[src/include/fault_action_cfg.svh]
// offsets, field positions, reset values and timing counts
`ifndef FAULT_ACTION_CFG_SVH
`define FAULT_ACTION_CFG_SVH

`define CLK_PERIOD_NS 4
`define QUAL_STEP_NS 100
`define QUAL_STEP_CYC ((`QUAL_STEP_NS + `CLK_PERIOD_NS - 1) / `CLK_PERIOD_NS)

`define ADDR_W 8
`define OFS_CONFIG 8'h00
`define OFS_MASK 8'h04
`define OFS_DIAG1 8'h08
`define OFS_DIAG2 8'h0c
`define OFS_IRQ_STATUS 8'h10
`define OFS_IRQ_MASK 8'h14
`define OFS_STATE 8'h18

`define CODE_W 6
`define CODE_MAX 63
`define CFG_STOP_ALL_BIT 0
`define CFG_WD_EN_BIT 1
`define CFG_QMODE_BIT 2
`define CFG_TVD_LSB 8
`define CFG_VTH_LSB 16
`define CFG_VTL_LSB 24
`define TVD_RESET 6'h0f
`define VTH_RESET 6'h10
`define VTL_RESET 6'h10

`define MASK_W 12
`define MSK_VDS 0
`define MSK_BS 1
`define MSK_GATE_REGULATOR_OUTPUT_UV 2
`define MSK_VBB_UV 3
`define MSK_LOGIC_OV 4
`define MSK_WD 5

`define PIN_W 19
`define PIN_RESET 19'h40000
`define PIN_VDS 0
`define PIN_BS 4
`define PIN_GATE_REGULATOR_OUTPUT_UV 6
`define PIN_VBB_UV 7
`define PIN_LOGIC_OV 8
`define PIN_OT 9
`define PIN_WD 10
`define PIN_CLR 18

`define DIAG2_W 14
`define D2_WD 6

`define IRQ_W 4
`define IRQ_VDS 0
`define IRQ_BS 1
`define IRQ_OTHER 2
`define IRQ_ALL_OFF 3

`define GATE_W 4

`endif

[src/include/fault_action_pkg.sv]
// types shared by the fault action logic
package fault_action_pkg;
    typedef enum logic {QUAL_DEBOUNCE, QUAL_BLANKING} qual_mode_t;
    typedef logic [3:0] gate_vec_t;
endpackage

[src/include/qual_if.sv]
// one comparator channel between control and its qualifier
`timescale 1ns/1ps
interface qual_if;
    logic cmp;
    logic gate_on;
    logic turn_on;
    logic valid;
    modport qual (input cmp, input gate_on, input turn_on, output valid);
    modport ctl (output cmp, output gate_on, output turn_on, input valid);
endinterface

[src/logic/vds_qualifier.sv]
// drain-source fault qualifier: debounce or blanking timer
`timescale 1ns/1ps
`include "fault_action_cfg.svh"
module vds_qualifier
    import fault_action_pkg::*;
#(
    parameter int CNT_W = 12
) (
    input wire logic pclk,
    input wire logic presetn,
    input wire logic clk_en,
    input qual_mode_t mode,
    input wire logic [CNT_W-1:0] limit,
    qual_if.qual q
);
    logic [CNT_W-1:0] cnt_ff;
    logic valid_ff;
    logic expired;
    logic active;

    if (CNT_W < 1) begin : g_bad_width
        $error("vds_qualifier: CNT_W must be at least 1");
    end

    assign expired = (cnt_ff >= limit);
    assign active = q.cmp & q.gate_on;
    assign q.valid = valid_ff;

    // one counter serves both modes; mode change restarts nothing
    always_ff @(posedge pclk or negedge presetn) begin
        if (!presetn) begin
            cnt_ff <= '0;
        end else if (clk_en) begin
            if (mode == QUAL_DEBOUNCE) begin
                if (!active) begin
                    cnt_ff <= '0;
                end else if (!expired) begin
                    cnt_ff <= cnt_ff + 1'b1;
                end
            end else begin
                if (q.turn_on) begin
                    cnt_ff <= '0;
                end else if (!expired) begin
                    cnt_ff <= cnt_ff + 1'b1;
                end
            end
        end
    end

    always_ff @(posedge pclk or negedge presetn) begin
        if (!presetn) begin
            valid_ff <= 1'b0;
        end else if (clk_en) begin
            if (mode == QUAL_DEBOUNCE) begin
                valid_ff <= active & expired;
            end else begin
                valid_ff <= active & ~q.turn_on & expired;
            end
        end
    end
endmodule // vds_qualifier

[src/logic/bridge_fault_action_logic.sv]
// fault action logic for a full-bridge gate driver with APB registers
// Operation
// - low-side drain-source fault sets its diag bit, turns that low side off
// - high-side drain-source fault sets its diag bit, turns that high side off
// - in blanking mode comparator ignored while the blanking timer runs
// - stop-all-on-fault set: any drain-source fault turns every gate off
// - shorted winding reported through the same high and low detectors
// - reset or regulator undervoltage forces all gates low, not latched
// - watchdog enabled and timed out: all gates low until timer restart
// - logic overvoltage or overtemp turn all off only when stop-all set
// - drain-source or bootstrap fault with stop-all: all off and latched
// - without stop-all: only affected gate off, latch cleared on turn-on
// - non-latched fault states release as soon as detection ends
// - latched states cleared by clear pin low, reset, or diag read
// - diag bits cleared only by reset or read, never by clear pin
// - other faults leave the gate outputs enabled
// - every diagnostic but reset, serial error, overtemp is maskable
// - masked diagnostic makes no fault state and sets no diag bit
// - qualify time is six-bit code times one hundred nanoseconds
// - debounce default restarts on each fault, valid when timer expires
// - high and low trip levels come from six-bit codes
//
// Implementation choices: the address map and register access over APB.
`timescale 1ns/1ps
`include "fault_action_cfg.svh"
module bridge_fault_action_logic
    import fault_action_pkg::*;
#(
    parameter int QUAL_CNT_W = 12
) (
    input wire logic pclk,
    input wire logic presetn,
    input wire logic clk_en,
    input wire logic psel,
    input wire logic penable,
    input wire logic pwrite,
    input wire logic [`ADDR_W-1:0] paddr,
    input wire logic [31:0] pwdata,
    output logic [31:0] prdata,
    output logic pready,
    output logic pslverr,
    output logic irq,
    input wire logic [`GATE_W-1:0] gate_cmd,
    input wire logic wd_restart,
    input wire logic [`GATE_W-1:0] vds_cmp,
    input wire logic [1:0] bootstrap_uv,
    input wire logic gate_regulator_output_uv,
    input wire logic vbb_uv,
    input wire logic logic_ov,
    input wire logic overtemp,
    input wire logic wd_timeout,
    input wire logic serial_err,
    input wire logic gate_regulator_output_ov,
    input wire logic vbb_ov,
    input wire logic vgs_uv,
    input wire logic temp_warn,
    input wire logic overcurrent,
    input wire logic open_load,
    input wire logic fault_clear_low_pin,
    output logic [`GATE_W-1:0] gate_out,
    output logic [`CODE_W-1:0] high_side_threshold_code,
    output logic [`CODE_W-1:0] low_side_threshold_code
);
    // longest qualify time must fit the qualifier counter
    if ((2 ** QUAL_CNT_W) - 1 < `CODE_MAX * `QUAL_STEP_CYC) begin : g_bad
        $error("QUAL_CNT_W too small for the longest qualify time");
    end

    logic [`PIN_W-1:0] raw;
    logic [`PIN_W-1:0] s1_ff;
    logic [`PIN_W-1:0] s2_ff;
    logic [`PIN_W-1:0] s3_ff;
    logic [`PIN_W-1:0] filt_ff;
    logic stop_all_on_fault_ff;
    logic enable_watchdog_monitor_ff;
    qual_mode_t qualifier_mode_select_ff;
    logic [`CODE_W-1:0] qualify_time_code_ff;
    logic [`CODE_W-1:0] high_code_ff;
    logic [`CODE_W-1:0] low_code_ff;
    logic [`MASK_W-1:0] mask_ff;
    logic [`GATE_W-1:0] diag1_ff;
    logic [`DIAG2_W-1:0] diag2_ff;
    logic [`IRQ_W-1:0] irq_st_ff;
    logic [`IRQ_W-1:0] irq_msk_ff;
    logic irq_ff;
    logic [`GATE_W-1:0] vds_lat_ff;
    logic [1:0] bs_lat_ff;
    logic wd_lat_ff;
    logic all_off_ff;
    logic [`GATE_W-1:0] gate_out_ff;
    logic [`GATE_W-1:0] cmd_prev_ff;
    logic [31:0] prdata_ff;
    logic err_ff;
    logic [31:0] nxt_rdata;
    logic nxt_err;
    logic [QUAL_CNT_W-1:0] qual_limit;
    logic [`GATE_W-1:0] turn_on;
    logic [`GATE_W-1:0] vds_valid;
    logic [`DIAG2_W-1:0] m2;
    logic [`DIAG2_W-1:0] det2;
    logic [1:0] bs_det;
    logic [`GATE_W-1:0] own_kill;
    logic [`GATE_W-1:0] bs_gate;
    logic all_kill;
    logic latch_kill;
    logic clr_pin;
    logic setup;
    logic access;
    logic wr_ok;
    logic rd_ok;
    logic rd_diag1;
    logic rd_diag2;
    logic w1c_irq;

    // pins from the analog side; fault_clear_low_pin idles high
    assign raw = {fault_clear_low_pin, open_load, overcurrent, temp_warn,
                  vgs_uv, vbb_ov, gate_regulator_output_ov, serial_err, wd_timeout,
                  overtemp, logic_ov, vbb_uv, gate_regulator_output_uv, bootstrap_uv,
                  vds_cmp};

    // three stages; a change counts once stages two and three agree
    always_ff @(posedge pclk or negedge presetn) begin
        if (!presetn) begin
            s1_ff <= `PIN_RESET;
            s2_ff <= `PIN_RESET;
            s3_ff <= `PIN_RESET;
            filt_ff <= `PIN_RESET;
        end else if (clk_en) begin
            s1_ff <= raw;
            s2_ff <= s1_ff;
            s3_ff <= s2_ff;
            filt_ff <= ((s2_ff ~^ s3_ff) & s3_ff) |
                       ((s2_ff ^ s3_ff) & filt_ff);
        end
    end

    assign clr_pin = ~filt_ff[`PIN_CLR];

    // apb: zero wait states while enabled, answer prepared in setup
    assign setup = psel & ~penable;
    assign access = psel & penable & clk_en;
    assign pready = clk_en;
    assign pslverr = psel & penable & err_ff;
    assign prdata = prdata_ff;
    assign wr_ok = access & pwrite & ~err_ff;
    assign rd_ok = access & ~pwrite & ~err_ff;
    assign rd_diag1 = rd_ok & (paddr == `OFS_DIAG1);
    assign rd_diag2 = rd_ok & (paddr == `OFS_DIAG2);
    assign w1c_irq = wr_ok & (paddr == `OFS_IRQ_STATUS);

    always_comb begin
        nxt_rdata = '0;
        nxt_err = 1'b0;
        case (paddr)
            `OFS_CONFIG: begin
                nxt_rdata = {2'h0, low_code_ff, 2'h0, high_code_ff, 2'h0,
                             qualify_time_code_ff, 5'h00,
                             qualifier_mode_select_ff,
                             enable_watchdog_monitor_ff,
                             stop_all_on_fault_ff};
            end
            `OFS_MASK: nxt_rdata = {20'h00000, mask_ff};
            `OFS_DIAG1: nxt_rdata = {28'h0000000, diag1_ff};
            `OFS_DIAG2: nxt_rdata = {18'h00000, diag2_ff};
            `OFS_IRQ_STATUS: nxt_rdata = {28'h0000000, irq_st_ff};
            `OFS_IRQ_MASK: nxt_rdata = {28'h0000000, irq_msk_ff};
            `OFS_STATE: begin
                nxt_rdata = {20'h00000, wd_lat_ff, all_off_ff, bs_lat_ff,
                             vds_lat_ff, gate_out_ff};
            end
            default: nxt_err = 1'b1;
        endcase
    end

    always_ff @(posedge pclk or negedge presetn) begin
        if (!presetn) begin
            prdata_ff <= '0;
            err_ff <= 1'b0;
        end else if (clk_en && setup) begin
            prdata_ff <= pwrite ? 32'h00000000 : nxt_rdata;
            err_ff <= nxt_err;
        end
    end

    // configuration
    always_ff @(posedge pclk or negedge presetn) begin
        if (!presetn) begin
            stop_all_on_fault_ff <= 1'b0;
            enable_watchdog_monitor_ff <= 1'b0;
            qualifier_mode_select_ff <= QUAL_DEBOUNCE;
            qualify_time_code_ff <= `TVD_RESET;
            high_code_ff <= `VTH_RESET;
            low_code_ff <= `VTL_RESET;
        end else if (wr_ok && paddr == `OFS_CONFIG) begin
            stop_all_on_fault_ff <= pwdata[`CFG_STOP_ALL_BIT];
            enable_watchdog_monitor_ff <= pwdata[`CFG_WD_EN_BIT];
            qualifier_mode_select_ff <= qual_mode_t'(pwdata[`CFG_QMODE_BIT]);
            qualify_time_code_ff <= pwdata[`CFG_TVD_LSB +: `CODE_W];
            high_code_ff <= pwdata[`CFG_VTH_LSB +: `CODE_W];
            low_code_ff <= pwdata[`CFG_VTL_LSB +: `CODE_W];
        end
    end

    assign high_side_threshold_code = high_code_ff;
    assign low_side_threshold_code = low_code_ff;

    always_ff @(posedge pclk or negedge presetn) begin
        if (!presetn) begin
            mask_ff <= '0;
        end else if (wr_ok && paddr == `OFS_MASK) begin
            mask_ff <= pwdata[`MASK_W-1:0];
        end
    end

    // diag2 layout; serial error and overtemp bits cannot be masked
    assign m2 = {mask_ff[11:6], 1'b0, mask_ff[`MSK_WD], 1'b0,
                 mask_ff[`MSK_LOGIC_OV], mask_ff[`MSK_VBB_UV],
                 mask_ff[`MSK_GATE_REGULATOR_OUTPUT_UV], {2{mask_ff[`MSK_BS]}}};

    always_comb begin
        det2 = filt_ff[`PIN_BS +: `DIAG2_W] & ~m2;
        det2[`D2_WD] = det2[`D2_WD] & enable_watchdog_monitor_ff;
    end

    assign bs_det = det2[1:0];

    // qualify time: code times the 100 ns step in clock cycles
    assign qual_limit =
        QUAL_CNT_W'(qualify_time_code_ff * `QUAL_STEP_CYC);

    assign turn_on = gate_cmd & ~cmd_prev_ff;

    always_ff @(posedge pclk or negedge presetn) begin
        if (!presetn) begin
            cmd_prev_ff <= '0;
        end else if (clk_en) begin
            cmd_prev_ff <= gate_cmd;
        end
    end

    // one qualifier per transistor; gate order al, ah, bl, bh
    for (genvar g = 0; g < `GATE_W; g++) begin : g_qual
        qual_if qi ();
        assign qi.cmp = filt_ff[`PIN_VDS + g];
        assign qi.gate_on = gate_out_ff[g];
        assign qi.turn_on = turn_on[g];
        assign vds_valid[g] = qi.valid & ~mask_ff[`MSK_VDS];
        vds_qualifier #(
            .CNT_W(QUAL_CNT_W)
        ) u_qual (
            .pclk(pclk),
            .presetn(presetn),
            .clk_en(clk_en),
            .mode(qualifier_mode_select_ff),
            .limit(qual_limit),
            .q(qi)
        );
    end

    // diag bits: set wins over a read clear; pin does not touch them
    always_ff @(posedge pclk or negedge presetn) begin
        if (!presetn) begin
            diag1_ff <= '0;
        end else if (clk_en) begin
            diag1_ff <= vds_valid | (diag1_ff & ~(prdata_ff[3:0] &
                        {`GATE_W{rd_diag1}}));
        end
    end

    always_ff @(posedge pclk or negedge presetn) begin
        if (!presetn) begin
            diag2_ff <= '0;
        end else if (clk_en) begin
            diag2_ff <= det2 | (diag2_ff & ~(prdata_ff[`DIAG2_W-1:0] &
                        {`DIAG2_W{rd_diag2}}));
        end
    end

    // latched fault states; a turn-on clears only without stop-all
    always_ff @(posedge pclk or negedge presetn) begin
        if (!presetn) begin
            vds_lat_ff <= '0;
        end else if (clk_en) begin
            vds_lat_ff <= vds_valid | (vds_lat_ff &
                ~({`GATE_W{clr_pin | rd_diag1}} |
                  (turn_on & {`GATE_W{~stop_all_on_fault_ff}})));
        end
    end

    always_ff @(posedge pclk or negedge presetn) begin
        if (!presetn) begin
            bs_lat_ff <= '0;
        end else if (clk_en) begin
            bs_lat_ff <= bs_det | (bs_lat_ff &
                ~({2{clr_pin | rd_diag2}} |
                  ({turn_on[3], turn_on[1]} &
                   {2{~stop_all_on_fault_ff}})));
        end
    end

    // watchdog state holds until the timer is restarted
    always_ff @(posedge pclk or negedge presetn) begin
        if (!presetn) begin
            wd_lat_ff <= 1'b0;
        end else if (clk_en) begin
            if (det2[`D2_WD]) begin
                wd_lat_ff <= 1'b1;
            end else if (wd_restart) begin
                wd_lat_ff <= 1'b0;
            end
        end
    end

    assign bs_gate = {bs_lat_ff[1] | bs_det[1], 1'b0,
                      bs_lat_ff[0] | bs_det[0], 1'b0};

    // new detections act in the same cycle as they latch
    assign latch_kill = stop_all_on_fault_ff &
                        (|vds_lat_ff | |vds_valid | |bs_gate);

    // level faults act only while detected; wd_lat_ff and latch_kill are held
    assign all_kill = filt_ff[`PIN_GATE_REGULATOR_OUTPUT_UV] & ~mask_ff[`MSK_GATE_REGULATOR_OUTPUT_UV] |
                      filt_ff[`PIN_VBB_UV] & ~mask_ff[`MSK_VBB_UV] |
                      wd_lat_ff |
                      stop_all_on_fault_ff &
                      (filt_ff[`PIN_LOGIC_OV] & ~mask_ff[`MSK_LOGIC_OV] |
                       filt_ff[`PIN_OT]) |
                      latch_kill;

    assign own_kill = {`GATE_W{~stop_all_on_fault_ff}} &
                      (vds_lat_ff | vds_valid | bs_gate);

    // reset clears the gates; other faults never gate outputs
    always_ff @(posedge pclk or negedge presetn) begin
        if (!presetn) begin
            gate_out_ff <= '0;
        end else if (clk_en) begin
            gate_out_ff <= gate_cmd & ~({`GATE_W{all_kill}} | own_kill);
        end
    end

    assign gate_out = gate_out_ff;

    always_ff @(posedge pclk or negedge presetn) begin
        if (!presetn) begin
            all_off_ff <= 1'b0;
        end else if (clk_en) begin
            all_off_ff <= all_kill;
        end
    end

    // interrupts: sticky status, write one to clear, set wins
    always_ff @(posedge pclk or negedge presetn) begin
        if (!presetn) begin
            irq_st_ff <= '0;
        end else if (clk_en) begin
            irq_st_ff[`IRQ_VDS] <= |(vds_valid & ~diag1_ff) |
                (irq_st_ff[`IRQ_VDS] & ~(w1c_irq & pwdata[`IRQ_VDS]));
            irq_st_ff[`IRQ_BS] <= |(bs_det & ~diag2_ff[1:0]) |
                (irq_st_ff[`IRQ_BS] & ~(w1c_irq & pwdata[`IRQ_BS]));
            irq_st_ff[`IRQ_OTHER] <= |(det2[13:2] & ~diag2_ff[13:2]) |
                (irq_st_ff[`IRQ_OTHER] & ~(w1c_irq & pwdata[`IRQ_OTHER]));
            irq_st_ff[`IRQ_ALL_OFF] <= (all_kill & ~all_off_ff) |
                (irq_st_ff[`IRQ_ALL_OFF] &
                 ~(w1c_irq & pwdata[`IRQ_ALL_OFF]));
        end
    end

    always_ff @(posedge pclk or negedge presetn) begin
        if (!presetn) begin
            irq_msk_ff <= '0;
        end else if (wr_ok && paddr == `OFS_IRQ_MASK) begin
            irq_msk_ff <= pwdata[`IRQ_W-1:0];
        end
    end

    // registered so the level line never glitches
    always_ff @(posedge pclk or negedge presetn) begin
        if (!presetn) begin
            irq_ff <= 1'b0;
        end else if (clk_en) begin
            irq_ff <= |(irq_st_ff & irq_msk_ff);
        end
    end

    assign irq = irq_ff;
endmodule // bridge_fault_action_logic

[config.mk]
export PLATFORM = sky130hd
export DESIGN_NAME = bridge_fault_action_logic
export DESIGN_NICKNAME = d
export VERILOG_FILES = /design/src/include/fault_action_pkg.sv /design/src/include/qual_if.sv /design/src/logic/vds_qualifier.sv /design/src/logic/bridge_fault_action_logic.sv
export VERILOG_INCLUDE_DIRS = /design/src /design/src/include
export SDC_FILE = /design/constraint.sdc
export NUM_CORES = 1
export LEC_CHECK = 0
export BUFFER_PORTS_ARGS = -buffer_cell sky130_fd_sc_hd__buf_2
export CORE_MARGIN = 2
export CORE_UTILIZATION = 65
export DETAILED_ROUTE_END_ITERATION = 16
export PLACE_DENSITY = 0.88
export SLEW_MARGIN = 20
export SYNTH_ARGS = -nofsm -noshare
export SYNTH_HDL_FRONTEND = slang
export SYNTH_HIERARCHICAL = 1
export SYNTH_SLANG_ARGS = --single-unit
[constraint.sdc]
create_clock -name pclk -period 8.45 [get_ports pclk]
set_input_delay 0.845 -clock pclk [delete_from_list [all_inputs] [get_ports pclk]]
set_output_delay 0.845 -clock pclk [all_outputs]
set_load 0.005 [all_outputs]
==> metrics.txt <==
outcome=finished clean; critical path's slowest cell=o311ai_1; Ys Warns=6; global route hottest layer=met2; antenna cell count=0; Seq/Total Area, Yosys=0.441; RD Place Congestion=0.898; post-place setup slack=a little under 3 ns; Die Ht=146 um; Fmax=0.179 GHz; Slew Viols, Final=0; Starting Density=0.668; total grt overflow=0; Synth Flop Type=dfrtp_1; per-cell routed wire length=approximately 19 um; Design Power=between 2 and 3 mW; area share of the largest cell type after synthesis=0.421; Synth-to-Final Area Change=11.2%; Reg clk slew, reported paths=~0.060 ns; Leak=roughly 6.7 nW; routed wire length=about 31 mm; type of destination of the critical path=flop; Pwr per Cell Area=192 mW/mm2; Via Count=a little over 10,000; gr usage total=0.295; Arrival @ worst endpoint=about 6.0 ns; clk sinks=231; async set-reset flop share out of synthesis=1.00; RSZ-0062 raised after global routing=no; number of max-cap violations=0; Port Buf Inserts=between 100 and 150; first-pass GRT wire length=51.6 mm; crit share post-route=0.661; Hold Path Class=in2async; synthesized cell area=approximately 0.013 mm2; Final nets=1,485; met1 GRT Util=0.384; Post-synth EDFFs=0; final setup TNS=0 ns; vias in the first global route=approximately 10,000; Slew @ Worst Pin=1.06 ns; DR iter-0 viols=820; Final Hold Viols=0; Post-DRT Antenna Nets=0; CTS tree=yes; First-pass DRT Iterations=7; worst path cell trace=ha_1 -> ha_1 -> ha_1 -> ha_1 -> nor2b_1 -> o21ai_0 -> a21oi_1 -> o311ai_1 -> inv_1 -> ha_1 -> nand4_1 -> or3_1 -> o21ai_1 -> or4_1 -> a21oi_1; crit-path leading delay family=compound AO/OA/AOI/OAI gates; WP data required=8.82 ns; IO Count=121; via density per instance=6.41; Die Wd=146 um; CTS Buf Count=25; peak ir drop on the vdd network=0.182 mV; synthesized flop and latch total=231; Setup violations, final=0; placed cells=1,558; core area=0.0197 mm2; clock skew=0.0131 ns; Final Critical Period=5.59 ns; pin count of the biggest net entering global routing=109; Crit Path Category=reg2reg; Max transition margin=0.286; clk_lat worst skew=0.53 ns; buffer and inverter count on the worst path=1; Cells after Synth=~1,200; post-CTS sizing=0; post-CTS setup repair buffer count=0; synth top area cells=dfrtp_1 (42%), ha_1 (8.9%), mux2_2 (8.6%), a22o_1 (3.3%), inv_1 (2.6%); number of remaining DRC errors=0; CTS Hold Bufs=0; crit path launch type=flop; Rows=51; Synth Area per Inst=between 10 and 15 um2; detailed-placement wirelength estimate=~22 mm; met3 demand-to-capacity share in global routing=0.0478; most common cell after layout, fill and taps aside=dfrtp_1; Root Driver=clkbuf_16; most frequent cells in the layout=dfrtp_1 (221), buf_2 (106), mux2_2 (100); Worst Path Max Fanout=13; clock buffer depth=3; Most common cell on crit path=ha_1; depth of the CTS H-tree=1; Die ar.=0.0213 mm2; PnR worst setup slack=2.86 ns; Finished Layout Cells=1,604; initial antenna violation count=0; Crit path largest cell delay=0.87 ns; Yosys top cell by area=dfrtp_1; layout cells sized above 1=0.227; met2 Use GR=0.496; Distinct cells, synth=83
-- report_power, final --
| group | internal [mW] | leakage, nW | total [mW] | switching (mW) |
|---|---|---|---|---|
| Sequential | 1.22 | 2.92 | 1.33 | 0.110 |
| Clock | 0.651 | 0.415 | 1.10 | 0.449 |
| Combinational | 0.179 | 3.39 | 0.366 | 0.187 |
| Total | 2.05 | 6.73 | 2.80 | 0.746 |
-- worst paths after layout --
| check | from | cells after the start | end | slack (ns) |
|---|---|---|---|---|
| max reg2reg | qualify_time_code_ff[2] | 15 | g_qual[1].u_qual/cnt_ff[2] | 2.86 |
| min reg2reg | s1_ff[4] | 1 | s1_ff[4] | 0.50 |
| max | qualify_time_code_ff[2] | 15 | g_qual[1].u_qual/cnt_ff[2] | 2.86 |
| min in group pclk | s1_ff[4] | 1 | s1_ff[4] | 0.50 |
| min | presetn | 1 | prdata[26] | 0.35 |
| max in group asynchronous | presetn | 2 | s3_ff[2] | 6.77 |
-- through the flow --
stage | hold slack, ns | area [um2] | util
floorplan | 0.458 | 13200 | -
detailed placement | 0.487 | 13800 | 0.700
CTS | 0.408 | 14600 | 0.742
global placement | 0.484 | 13800 | 0.700
finish | 0.350 | 14600 | 0.743
global route | 0.431 | 14600 | 0.743
-- per-layer routing --
metal  vias up  share of wire
met5         -              0
met4         0          0.044
met3        91          0.064
met2       371           0.48
met1      5072           0.41
li1       4751              -
-- synth_stat cells, types with 22 or more instances --
cell type	instances
nor2_1	34
dfrtp_1	221
or4_1	26
nand2_1	79
ha_1	93
o21ai_0	33
nand3_1	31
o31ai_1	26
a21oi_1	62
inv_1	91
mux2_2	100
nor2b_1	22
a22o_1	49
nand2b_1	25
-- flip-flops by register name, summed over array words and instances (netlist names), 6 cells and up --
signal	count
s2_ff	19
high_side_threshold_code	6
filt_ff	19
prdata	26
qualify_time_code_ff	6
mask_ff	12
g_qual.u_qual/cnt_ff	48
low_side_threshold_code	6
s1_ff	19
s3_ff	19
diag2_ff	14
-- layout make-up --
type	count	area, um2
clock buffer	37	761
tap	265	332
sequential	231	5790
multi-input combinational	859	6710
fill	1385	5050
timing repair buffer	113	598
clock inverter	8	71.3
inverter	91	342
-- cells by family (layout without fill, tap and decap cells) --
group	Yosys count	after routing	synth area share
simple gates	340	340	0.155
mux	115	115	0.0972
flops	231	231	0.441
other cells	1	10	0.000286
buf+inv	148	249	0.0504
xor+xnor	3	3	0.00200
fa+ha+maj	94	94	0.0902
compound gates	297	297	0.163
Note: power is estimated with default switching activity, not from simulation.
